`config.mk`:
```
export PLATFORM = sky130hd
export DESIGN_NAME = pief_irq_flags
export DESIGN_NICKNAME = d
export VERILOG_FILES = /design/src/core/pief_pkg.sv /design/src/core/pief_irq_flags.sv
export SDC_FILE = /design/constraint.sdc
export NUM_CORES = 1
export LEC_CHECK = 0
export ABC_AREA = 1
export CAP_MARGIN = 20
export CORE_UTILIZATION = 45
export CTS_CLUSTER_SIZE = 20
export DETAILED_ROUTE_END_ITERATION = 6
export DONT_BUFFER_PORTS = 1
export HOLD_SLACK_MARGIN = 0.12
export RECOVER_POWER = 25
export SLEW_MARGIN = 0
export SYNTH_ARGS = -nofsm -noshare
export SYNTH_HDL_FRONTEND = slang
export SYNTH_SLANG_ARGS = --single-unit
```
`constraint.sdc`:
```
create_clock -name ref_clk_in -period 1.57 [get_ports ref_clk_in]
set_clock_uncertainty 0.1 [all_clocks]
set_input_delay 0.157 -clock ref_clk_in [delete_from_list [all_inputs] [get_ports ref_clk_in]]
set_output_delay 0.157 -clock ref_clk_in [all_outputs]
set_load 0.1 [all_outputs]
```
`src/core/pief_pkg.sv`:
```
// Package: register map, field positions and carriers of the irq flag block
`default_nettype none

package pief_pkg;

  // Register indices on the plain register port
  localparam logic [2:0] ADDR_CTRL = 3'h0;
  localparam logic [2:0] ADDR_EN_ONE = 3'h1;
  localparam logic [2:0] ADDR_EN_TWO = 3'h2;
  localparam logic [2:0] ADDR_EN_THREE = 3'h3;
  localparam logic [2:0] ADDR_REQ_ONE = 3'h4;
  localparam logic [2:0] ADDR_REQ_TWO = 3'h5;
  localparam logic [2:0] ADDR_REQ_THREE = 3'h6;

  // Main control register fields
  localparam int GLOBAL_IRQ_ENABLE_BIT = 7;
  localparam int PERIPH_IRQ_ENABLE_BIT = 6;

  // Enable and request field positions (shared by matching pairs)
  localparam int TIMER1_GATE_BIT = 7;
  localparam int ADC_DONE_BIT = 6;
  localparam int TIMER2_MATCH_BIT = 1;
  localparam int TIMER1_OVERFLOW_BIT = 0;
  localparam int OSC_OVERFLOW_BIT = 2;
  localparam int LOGIC_CELL_B_BIT = 1;
  localparam int LOGIC_CELL_A_BIT = 0;

  // Implemented-bit masks; all other positions read as zero
  localparam logic [7:0] MASK_CTRL = 8'hC0;
  localparam logic [7:0] MASK_ONE = 8'hC3;
  localparam logic [7:0] MASK_TWO = 8'h04;
  localparam logic [7:0] MASK_THREE = 8'h03;

  // Value after every reset
  localparam logic [7:0] RESET_VALUE = 8'h00;

  // Register port request from software
  typedef struct packed {
    logic [2:0] addr;
    logic [7:0] wdata;
    logic wr;
    logic rd;
  } pief_bus_type;

  // One-cycle event strobes from the peripherals
  typedef struct packed {
    logic timer1_gate;
    logic adc_done;
    logic timer2_match;
    logic timer1_overflow;
    logic osc_overflow;
    logic logic_cell_b;
    logic logic_cell_a;
  } pief_evt_type;

endpackage : pief_pkg

`default_nettype wire

```
`src/core/pief_irq_flags.sv`:
```
// Peripheral interrupt enable and request-flag registers
//
// The placing of the registers and the address-and-strobe port were chosen for this implementation.
`timescale 1ns/10ps
`default_nettype none

module pief_irq_flags
  import pief_pkg::*;
#(
  parameter int DATA_W = 8
)
(
  input wire logic ref_clk_in,
  input wire logic rst_in,
  input wire pief_bus_type bus_in,
  input wire pief_evt_type evt_in,
  output logic [DATA_W-1:0] rd_data_out,
  output logic periph_irq_out
);

  // The register map is fixed at eight bits per register
  if (DATA_W != 8)
  begin : g_bad_width
    $error("DATA_W must be 8");
  end

  // Register state
  logic [7:0] ctrl_r;
  logic [7:0] en_one_r;
  logic [7:0] en_two_r;
  logic [7:0] en_three_r;
  logic [7:0] req_one_r;
  logic [7:0] req_two_r;
  logic [7:0] req_three_r;
  logic [7:0] rd_data_r;
  logic irq_r;

  // Next values
  logic [7:0] req_one_nxt;
  logic [7:0] req_two_nxt;
  logic [7:0] req_three_nxt;
  logic [7:0] rd_data_nxt;
  logic irq_nxt;

  // Address decode
  wire wr_ctrl = bus_in.wr && (bus_in.addr == ADDR_CTRL);
  wire wr_en_one = bus_in.wr && (bus_in.addr == ADDR_EN_ONE);
  wire wr_en_two = bus_in.wr && (bus_in.addr == ADDR_EN_TWO);
  wire wr_en_three = bus_in.wr && (bus_in.addr == ADDR_EN_THREE);
  wire wr_req_one = bus_in.wr && (bus_in.addr == ADDR_REQ_ONE);
  wire wr_req_two = bus_in.wr && (bus_in.addr == ADDR_REQ_TWO);
  wire wr_req_three = bus_in.wr && (bus_in.addr == ADDR_REQ_THREE);

  // Event strobes placed at their flag positions
  wire [7:0] set_one;
  wire [7:0] set_two;
  wire [7:0] set_three;

  assign set_one = ({7'h00, evt_in.timer1_gate} << TIMER1_GATE_BIT)
    | ({7'h00, evt_in.adc_done} << ADC_DONE_BIT)
    | ({7'h00, evt_in.timer2_match} << TIMER2_MATCH_BIT)
    | ({7'h00, evt_in.timer1_overflow} << TIMER1_OVERFLOW_BIT);
  assign set_two =
    {7'h00, evt_in.osc_overflow} << OSC_OVERFLOW_BIT;
  assign set_three = ({7'h00, evt_in.logic_cell_b} << LOGIC_CELL_B_BIT)
    | ({7'h00, evt_in.logic_cell_a} << LOGIC_CELL_A_BIT);

  // Flag update: software value first, event ORed last so it wins
  assign req_one_nxt = ((wr_req_one ? bus_in.wdata : req_one_r)
    | set_one) & MASK_ONE;
  assign req_two_nxt = ((wr_req_two ? bus_in.wdata : req_two_r)
    | set_two) & MASK_TWO;
  assign req_three_nxt = ((wr_req_three ? bus_in.wdata : req_three_r)
    | set_three) & MASK_THREE;

  // Pending sources, each flag paired with its own enable
  wire [7:0] pend_one = req_one_r & en_one_r;
  wire [7:0] pend_two = req_two_r & en_two_r;
  wire [7:0] pend_three = req_three_r & en_three_r;
  wire any_pend = |{pend_one, pend_two, pend_three};
  wire global_en = ctrl_r[GLOBAL_IRQ_ENABLE_BIT];
  wire periph_en = ctrl_r[PERIPH_IRQ_ENABLE_BIT];

  // Peripheral request to the core; both enables must be set
  assign irq_nxt = global_en && periph_en && any_pend;

  // Read mux; unmapped addresses and reserved bits return zero
  wire [7:0] rd_sel =
    (bus_in.addr == ADDR_CTRL) ? ctrl_r :
    (bus_in.addr == ADDR_EN_ONE) ? en_one_r :
    (bus_in.addr == ADDR_EN_TWO) ? en_two_r :
    (bus_in.addr == ADDR_EN_THREE) ? en_three_r :
    (bus_in.addr == ADDR_REQ_ONE) ? req_one_r :
    (bus_in.addr == ADDR_REQ_TWO) ? req_two_r :
    (bus_in.addr == ADDR_REQ_THREE) ? req_three_r :
    RESET_VALUE;

  // Read data stands only in the cycle after the strobe
  assign rd_data_nxt = bus_in.rd ? rd_sel : RESET_VALUE;

  // Control and enable registers, stored through their masks
  always_ff @(posedge ref_clk_in)
  begin
    if (rst_in)
    begin
      ctrl_r <= RESET_VALUE;
      en_one_r <= RESET_VALUE;
      en_two_r <= RESET_VALUE;
      en_three_r <= RESET_VALUE;
    end
    else
    begin
      if (wr_ctrl)
        ctrl_r <= bus_in.wdata & MASK_CTRL;
      if (wr_en_one)
        en_one_r <= bus_in.wdata & MASK_ONE;
      if (wr_en_two)
        en_two_r <= bus_in.wdata & MASK_TWO;
      if (wr_en_three)
        en_three_r <= bus_in.wdata & MASK_THREE;
    end
  end

  // Request flags; a stale flag fires at once when its enable is set
  always_ff @(posedge ref_clk_in)
  begin
    if (rst_in)
    begin
      req_one_r <= RESET_VALUE;
      req_two_r <= RESET_VALUE;
      req_three_r <= RESET_VALUE;
    end
    else
    begin
      req_one_r <= req_one_nxt;
      req_two_r <= req_two_nxt;
      req_three_r <= req_three_nxt;
    end
  end

  // Registered outputs cost one cycle of latency but never glitch
  always_ff @(posedge ref_clk_in)
  begin
    if (rst_in)
    begin
      rd_data_r <= RESET_VALUE;
      irq_r <= 1'b0;
    end
    else
    begin
      rd_data_r <= rd_data_nxt;
      irq_r <= irq_nxt;
    end
  end

  assign rd_data_out = rd_data_r;
  assign periph_irq_out = irq_r;

  // Checks on the block's own behaviour
  wire [23:0] req_all = {req_three_r, req_two_r, req_one_r};
  wire [23:0] set_all = {set_three, set_two, set_one};

  property p_periph_gate;
    @(posedge ref_clk_in) disable iff (rst_in)
    !ctrl_r[PERIPH_IRQ_ENABLE_BIT] |=> !periph_irq_out;
  endproperty
  a_periph_gate: assert property (p_periph_gate)
    else $error("irq raised with peripheral enable clear");

  property p_event_sets;
    @(posedge ref_clk_in) disable iff (rst_in)
    (set_all != 24'h00_0000) |=>
      ((req_all & $past(set_all)) == $past(set_all));
  endproperty
  a_event_sets: assert property (p_event_sets)
    else $error("event did not set its flag");

  property p_en_two_field;
    @(posedge ref_clk_in) disable iff (rst_in)
    wr_en_two |=> (en_two_r == ($past(bus_in.wdata) & 8'h04));
  endproperty
  a_en_two_field: assert property (p_en_two_field)
    else $error("second enable register holds wrong bits");

  property p_en_three_field;
    @(posedge ref_clk_in) disable iff (rst_in)
    wr_en_three |=> (en_three_r == ($past(bus_in.wdata) & 8'h03));
  endproperty
  a_en_three_field: assert property (p_en_three_field)
    else $error("third enable register holds wrong bits");

  property p_req_one_map;
    @(posedge ref_clk_in) disable iff (rst_in)
    evt_in.timer1_gate && evt_in.timer1_overflow |=>
      req_one_r[7] && req_one_r[0];
  endproperty
  a_req_one_map: assert property (p_req_one_map)
    else $error("timer1 flags not at bits 7 and 0");

  property p_req_two_map;
    @(posedge ref_clk_in) disable iff (rst_in)
    evt_in.osc_overflow |=> req_two_r[2] ##1 (req_two_r[2]
      || $past(wr_req_two));
  endproperty
  a_req_two_map: assert property (p_req_two_map)
    else $error("oscillator flag not held at bit 2");

  property p_req_three_map;
    @(posedge ref_clk_in) disable iff (rst_in)
    evt_in.logic_cell_b |=> req_three_r[1];
  endproperty
  a_req_three_map: assert property (p_req_three_map)
    else $error("logic cell b flag not at bit 1");

  property p_reserved_zero;
    @(posedge ref_clk_in) disable iff (rst_in)
    $past(bus_in.rd) && ($past(bus_in.addr) == ADDR_REQ_ONE)
      |-> ((rd_data_out & 8'h3C) == 8'h00);
  endproperty
  a_reserved_zero: assert property (p_reserved_zero)
    else $error("reserved request bits read nonzero");

  property p_reset_clear;
    @(posedge ref_clk_in) disable iff (rst_in)
    $fell(rst_in) |-> (req_all == 24'h00_0000) && (ctrl_r == 8'h00)
      && !periph_irq_out;
  endproperty
  a_reset_clear: assert property (p_reset_clear)
    else $error("state not cleared by reset");

  property p_en_one_field;
    @(posedge ref_clk_in) disable iff (rst_in)
    wr_en_one |=> (en_one_r == ($past(bus_in.wdata) & 8'hC3));
  endproperty
  a_en_one_field: assert property (p_en_one_field)
    else $error("first enable register holds wrong bits");

  property p_global_gate;
    @(posedge ref_clk_in) disable iff (rst_in)
    !ctrl_r[GLOBAL_IRQ_ENABLE_BIT] |=> !periph_irq_out;
  endproperty
  a_global_gate: assert property (p_global_gate)
    else $error("irq raised with global enable clear");

  property p_irq_cause;
    @(posedge ref_clk_in) disable iff (rst_in)
    (global_en && periph_en && ((req_one_r & en_one_r) != 8'h00))
      |=> periph_irq_out;
  endproperty
  a_irq_cause: assert property (p_irq_cause)
    else $error("pending enabled flag raised no irq");

  property p_event_wins;
    @(posedge ref_clk_in) disable iff (rst_in)
    wr_req_one && (bus_in.wdata == 8'h00) && evt_in.adc_done
      |=> req_one_r[6] && (req_one_r[7] == $past(evt_in.timer1_gate));
  endproperty
  a_event_wins: assert property (p_event_wins)
    else $error("clearing write lost a coincident event");

  property p_irq_cause_two;
    @(posedge ref_clk_in) disable iff (rst_in)
    (global_en && periph_en && ((req_two_r & en_two_r) != 8'h00))
      |=> periph_irq_out;
  endproperty
  a_irq_cause_two: assert property (p_irq_cause_two)
    else $error("pending oscillator flag raised no irq");

  property p_irq_cause_three;
    @(posedge ref_clk_in) disable iff (rst_in)
    (global_en && periph_en && ((req_three_r & en_three_r) != 8'h00))
      |=> periph_irq_out;
  endproperty
  a_irq_cause_three: assert property (p_irq_cause_three)
    else $error("pending logic cell flag raised no irq");

  property p_irq_needs_both;
    @(posedge ref_clk_in) disable iff (rst_in)
    periph_irq_out |-> (($past(ctrl_r) & 8'hC0) == 8'hC0);
  endproperty
  a_irq_needs_both: assert property (p_irq_needs_both)
    else $error("irq raised without both enables");

  property p_rd_idle_zero;
    @(posedge ref_clk_in) disable iff (rst_in)
    !bus_in.rd |=> (rd_data_out == 8'h00);
  endproperty
  a_rd_idle_zero: assert property (p_rd_idle_zero)
    else $error("read data stood beyond one cycle");

  property p_reserved_state;
    @(posedge ref_clk_in) disable iff (rst_in)
    ((req_one_r & 8'h3C) == 8'h00) && ((req_two_r & 8'hFB) == 8'h00)
      && ((req_three_r & 8'hFC) == 8'h00) && ((en_one_r & 8'h3C) == 8'h00)
      && ((en_two_r & 8'hFB) == 8'h00) && ((en_three_r & 8'hFC) == 8'h00);
  endproperty
  a_reserved_state: assert property (p_reserved_state)
    else $error("reserved bit stored a one");

  property p_ctrl_field;
    @(posedge ref_clk_in) disable iff (rst_in)
    wr_ctrl |=> (ctrl_r == ($past(bus_in.wdata) & 8'hC0));
  endproperty
  a_ctrl_field: assert property (p_ctrl_field)
    else $error("control register holds wrong bits");

  property p_write_three;
    @(posedge ref_clk_in) disable iff (rst_in)
    wr_req_three && !evt_in.logic_cell_a && !evt_in.logic_cell_b
      |=> (req_three_r == ($past(bus_in.wdata) & 8'h03));
  endproperty
  a_write_three: assert property (p_write_three)
    else $error("third request register ignored a write");

  property p_rd_en_two;
    @(posedge ref_clk_in) disable iff (rst_in)
    bus_in.rd && (bus_in.addr == ADDR_EN_TWO)
      |=> (rd_data_out == $past(en_two_r));
  endproperty
  a_rd_en_two: assert property (p_rd_en_two)
    else $error("second enable register read back wrong");

  property p_flag_holds;
    @(posedge ref_clk_in) disable iff (rst_in)
    !wr_req_one && (set_one == 8'h00) |=> $stable(req_one_r);
  endproperty
  a_flag_holds: assert property (p_flag_holds)
    else $error("first request register changed unprompted");

  property p_reset_enables;
    @(posedge ref_clk_in) disable iff (rst_in)
    $fell(rst_in) |-> (en_one_r == 8'h00) && (en_two_r == 8'h00)
      && (en_three_r == 8'h00) && (rd_data_out == 8'h00);
  endproperty
  a_reset_enables: assert property (p_reset_enables)
    else $error("enables or read data not cleared by reset");

endmodule : pief_irq_flags

`default_nettype wire

```
; ---- Word level (Yosys, flattened, before mapping)
; Index checks and enable logic that the tools add are counted.
[totals]
regBits = 29
latch_bits = 0
mem_bits_rw = 0
mem_bits_ro = 0
inputBits = 22
output_inout_bits = 9
word_cells = 55
memories = 0
[classes]
n_addsub = 0
multipliers = 0
div = 0
n_lt_le_gt_ge = 0
eq_ne = 6
shift = 0
mux = 10
bitwise = 11
reduce_logical = 15
[op_table]
columns = operator, n
row1 = $mux 8, 6
row2 = $reduce_or 24->1, 1
row3 = $eq 3x3->1 const B, 3
row4 = $logic_and 1x1->1, 9
row5 = $and 8x8->8, 1
row6 = $or 8x1->8, 1
row7 = $or 8x2->8, 1
row8 = $or 8x7->8, 1
row9 = $or 8x8->8, 1
row10 = $eq 3x2->1 const B, 2
row11 = $mux 3, 2
row12 = $reduce_or 6->1, 1
row13 = $mux 2, 2
row14 = $reduce_or 4->1, 1
row15 = $and 3x3->3, 1
row16 = $eq 3x1->1 const B, 1
row17 = $logic_not 3->1, 1
row18 = $or 3x3->3, 1
row19 = $reduce_or 3->1, 1
row20 = $and 2x2->2, 1
row21 = $or 2x1->2, 1
row22 = $or 2x2->2, 1
row23 = $reduce_or 2->1, 1
row24 = $not 1->1, 1

; ---- Depth between registers and ports, before layout
[logic_depth]
ltp_word = 8
ltp_mapped = 7
ltp_nobuf = 7

; ---- Least setup slack after synthesis
; OpenSTA, ideal clock, no wires.
[synth_timing]
kind = register to output
start = register irq_r (netlist: periph_irq_out)
end = output port periph_irq_out
arrival_time_ps = 909
required_ps = 1313
slack_ps = 404
path_stages_with_launch = 1
n_path_buf = 0
cell_sequence = dfxtp_1
[synth_rtl]
columns = item, line
row1 = start: declaration, pief_irq_flags.sv:36  ; logic irq_r;
row2 = start signal: assignment, pief_irq_flags.sv:152  ; irq_r <= irq_nxt;
row3 = end: declaration, pief_irq_flags.sv:18  ; output logic periph_irq_out
; No word-level cell between the ends.

; ---- Worst setup path in the final report
[layout_timing]
start = input port bus_in[2] (netlist name)
end = register req_one_r[0]
[layout_via]
elab_chain_cells = 2
[layout_lines]
columns = item, line
row1 = start: declaration, pief_irq_flags.sv:15  ; input wire pief_bus_type bus_in,
row2 = $mux 8, pief_irq_flags.sv:69  ; assign req_one_nxt = ((wr_req_one ? bus_in.wdata : req_one_r)
row3 = $or 8x8->8, pief_irq_flags.sv:70  ; | set_one) & MASK_ONE;
row4 = end signal: assignment, pief_irq_flags.sv:135  ; req_one_r <= req_one_nxt;
row5 = end: declaration, pief_irq_flags.sv:32  ; logic [7:0] req_one_r;
; Every way passes these cells.
; A chain may end at the register's enable or synchronous reset.

==> results.json <==
{
  "clk_pin_slew_ns": 0.12,
  "path_max_fanout": 4,
  "setup_violations": 0,
  "postCtsSetupBuffers": 0,
  "seq_area_um2": 440,
  "hold_viol": 0,
  "slowest_delay_ns": 0.59,
  "layout_common_cells": "45 x dlygate4sd3_1, 42 x nand2_1, 27 x inv_1",
  "grt_pass1_vias": 1272,
  "synth_top_area_share_pct": 38.8,
  "yosys_warnings": 0,
  "synth_cell_types": 20,
  "crit_required_ns": 1.69,
  "cts_inserted_buffers": 3,
  "portBuffers": 0,
  "ant_nets": 0,
  "cts.sinks": 22,
  "period_needed_ns": 1.49,
  "place_congestion": 0.799,
  "switching_share_pct": 28.9,
  "final_common_cell": "dlygate4sd3_1",
  "diodes": 0,
  "fillers": 202,
  "synthAdderAreaFrac_pct": 0,
  "antenna_found_initial": 0,
  "first_pass_iters": 5,
  "internal-power_w": 0.000772,
  "muxShareOfSynthArea_pct": 0,
  "cts_tree": "done",
  "start_util_pct": 49.4,
  "grtUsageMet2_pct": 46.6,
  "grt_max_degree": 16,
  "combinationalPowerShare_pct": 21.5,
  "yosys.area_share.xor_xnor_pct": 0,
  "drive_gt1_share_pct": 8.11,
  "wl_per_cell_um": 11.9,
  "finalPower_w": 0.00109,
  "viasPerCell": 5.06,
  "synthSimpleGateAreaFrac_pct": 39.4,
  "ys_seq_elements": 22,
  "synth_cells": 172,
  "fin_nets": 246,
  "worst_pin_slew_ns": 0.538,
  "peakVddDrop_v": 0.000665,
  "die_area_um2": 2730,
  "ios": 31,
  "finalSetupTns_ns": 0,
  "slew_viol_final": 0,
  "switchingPower_w": 0.000314,
  "wl_um": 2980,
  "synth_compound_area_share_pct": 7.06,
  "synth_top_family_by_area": "simple AND/OR/NAND/NOR gates",
  "die_w_um": 52.2,
  "grt_pass1_wl_um": 5140,
  "core_um2": 2300,
  "cpLargestDelayFamily": "buffers and inverters",
  "hpwl_um": 1750,
  "cp_num_buf_inv": 3,
  "drt_iter0_markers": 21,
  "area_growth_pct": 46.0,
  "min_period_over_period_pct": 95.0,
  "synth.yosys.seq_area_share_pct": 38.8,
  "grt_util_met1_pct": 30.4,
  "synth_area_per_cell_um2": 6.60,
  "worstPathCellList": "dlygate4sd3_1, nand4_1, nand3_1, dlygate4sd3_1, nand2_1, inv_1",
  "p_leak_nw": 0.760,
  "max_cap_violations": 0,
  "cts-root-buf": "clkbuf_4",
  "rsz0062_at_grt": "false",
  "cts_buffer_depth": 2,
  "grt.total_usage_pct": 25.5,
  "crit_path_start_kind": "primary input",
  "seqPwrFrac_pct": 55.1,
  "grt_overflow": 0,
  "pwr-share-clk_pct": 23.4,
  "status": "finished, final reports clean",
  "cp_slowest_cell": "dlygate4sd3_1",
  "power_density_nw_per_um2": 656,
  "fmax_ghz": 0.671,
  "cp_common_cell": "dlygate4sd3_1",
  "drc_errors": 0,
  "h-tree-depth": 1,
  "endpoint_kind": "flip-flop",
  "synth.area.top_cells": "dfxtp_1 39%, nand2_1 14%, inv_1 8.6%",
  "clkLatencyLatePin_ns": 0.30,
  "slew_headroom_pct": 64.3,
  "critPathKind": "primary input to flip-flop",
  "syn_area_um2": 1130,
  "fp-row-count": 17,
  "multi_input_area_um2": 541,
  "vias": 1266,
  "busiest_layer": "met2",
  "yosysTopAreaCell": "dfxtp_1",
  "die_h_um": 52.2,
  "met3_usage_pct": 2.90,
  "worstPathArrival_ns": 1.61,
  "min_path_type": "primary input to flip-flop"
}
-- synthesized netlist by cell type --
master     n
a21oi_1    9
buf_1      1
buf_2      2
buf_4      5
clkinv_1   1
conb_1     1
dfxtp_1   22
inv_1     26
inv_2      3
nand2_1   42
nand2_4    1
nand3_1   17
nand3_2    1
nand4_1   11
nor2_1    19
nor2_2     1
nor2_4     1
nor2_8     1
nor3_1     1
o21ai_0    7
-- final timing paths --
kind,from,endpoint,slack [ns],cells past startpoint
hold reg to reg,en_three_r[0]$_SDFFE_PP0P_,en_three_r[0]$_SDFFE_PP0P_,0.37,2
setup reg to reg,en_three_r[1]$_SDFFE_PP0P_,rd_data_out[1]$_SDFF_PP0_,0.13,5
setup / recovery,bus_in[2],req_one_r[0]$_SDFF_PP0_,0.08,6
hold / removal,rst_in,req_one_r[7]$_SDFF_PP0_,0.14,3
-- power by group through the flow --
| stage | sequential (W) | combinational (W) | clock (W) |
|---|---|---|---|
| 2_1_floorplan | 0.000623 | 0.000133 | 0 |
| 3_3_place_gp | 0.000610 | 0.000149 | 0 |
| 3_5_place_dp | 0.000610 | 0.000151 | 0 |
| 4_1_cts | 0.000598 | 0.000228 | 0.000262 |
| 5_1_grt | 0.000602 | 0.000258 | 0.000289 |
| 6_report | 0.000598 | 0.000234 | 0.000254 |
-- flip-flops by register name (all words and copies together) (netlist names) --
| signal | cells |
|---|---|
| ctrl_r | 2 |
| en_one_r | 4 |
| en_three_r | 2 |
| en_two_r | 1 |
| periph_irq_out | 1 |
| rd_data_out | 5 |
| req_one_r | 4 |
| req_three_r | 2 |
| req_two_r | 1 |
-- repair_timing --
action                                  4_1_cts  5_1_grt
hold buffers                                 45        1
endpoints found under the setup margin        0        1
resized for setup                             0        3
endpoints found under the hold margin        21        1
-- cells by family (layout without fill, tap and decap cells) --
kind of cell	Yosys count	after routing
other	1	3
buffers and inverters	38	86
DFF	22	22
AOI/OAI and AO/OA	16	16
and+or+nand+nor	95	95
-- stage by stage --
| step | utilization [%] | hold WS, ns | setup WS [ns] | instance area, um2 | instances |
|---|---|---|---|---|---|
| 2_1_floorplan | - | 0.126 | 0.404 | 1140 | 174 |
| 3_3_place_gp | 51.3 | 0.127 | 0.504 | 1180 | 201 |
| 3_5_place_dp | 51.3 | 0.129 | 0.492 | 1180 | 201 |
| 4_1_cts | 71.9 | 0.129 | 0.0457 | 1650 | 249 |
| 5_1_grt | 72.1 | 0.152 | 0.0126 | 1660 | 250 |
| 6_report | 72.1 | 0.140 | 0.0788 | 1660 | 250 |
-- worst register-to-register path: cells and delay by family (launching register included) --
family	cells	cell delay, ns
AND/OR/NAND/NOR	4	0.35
flip-flops	1	0.34
buffers and inverters	1	0.56
-- layout make-up --
class,instances,area share (%)
Clock buffer,3,1.36
Inverter,30,6.80
Multi-Input combinational cell,114,32.6
Sequential cell,22,26.6
Tap cell,28,2.11
Timing Repair Buffer,53,30.5
-- metal layers --
layer  routed length (um)  part of all wire [%]  vias up
met4                   23                  0.77        0
met3                  141                   4.7        3
met2                 1480                    50       44
met1                 1340                    45      582
li1                     -                     -      637
met5                    0                     0        -
Note: power is estimated with default switching activity, not from simulation.
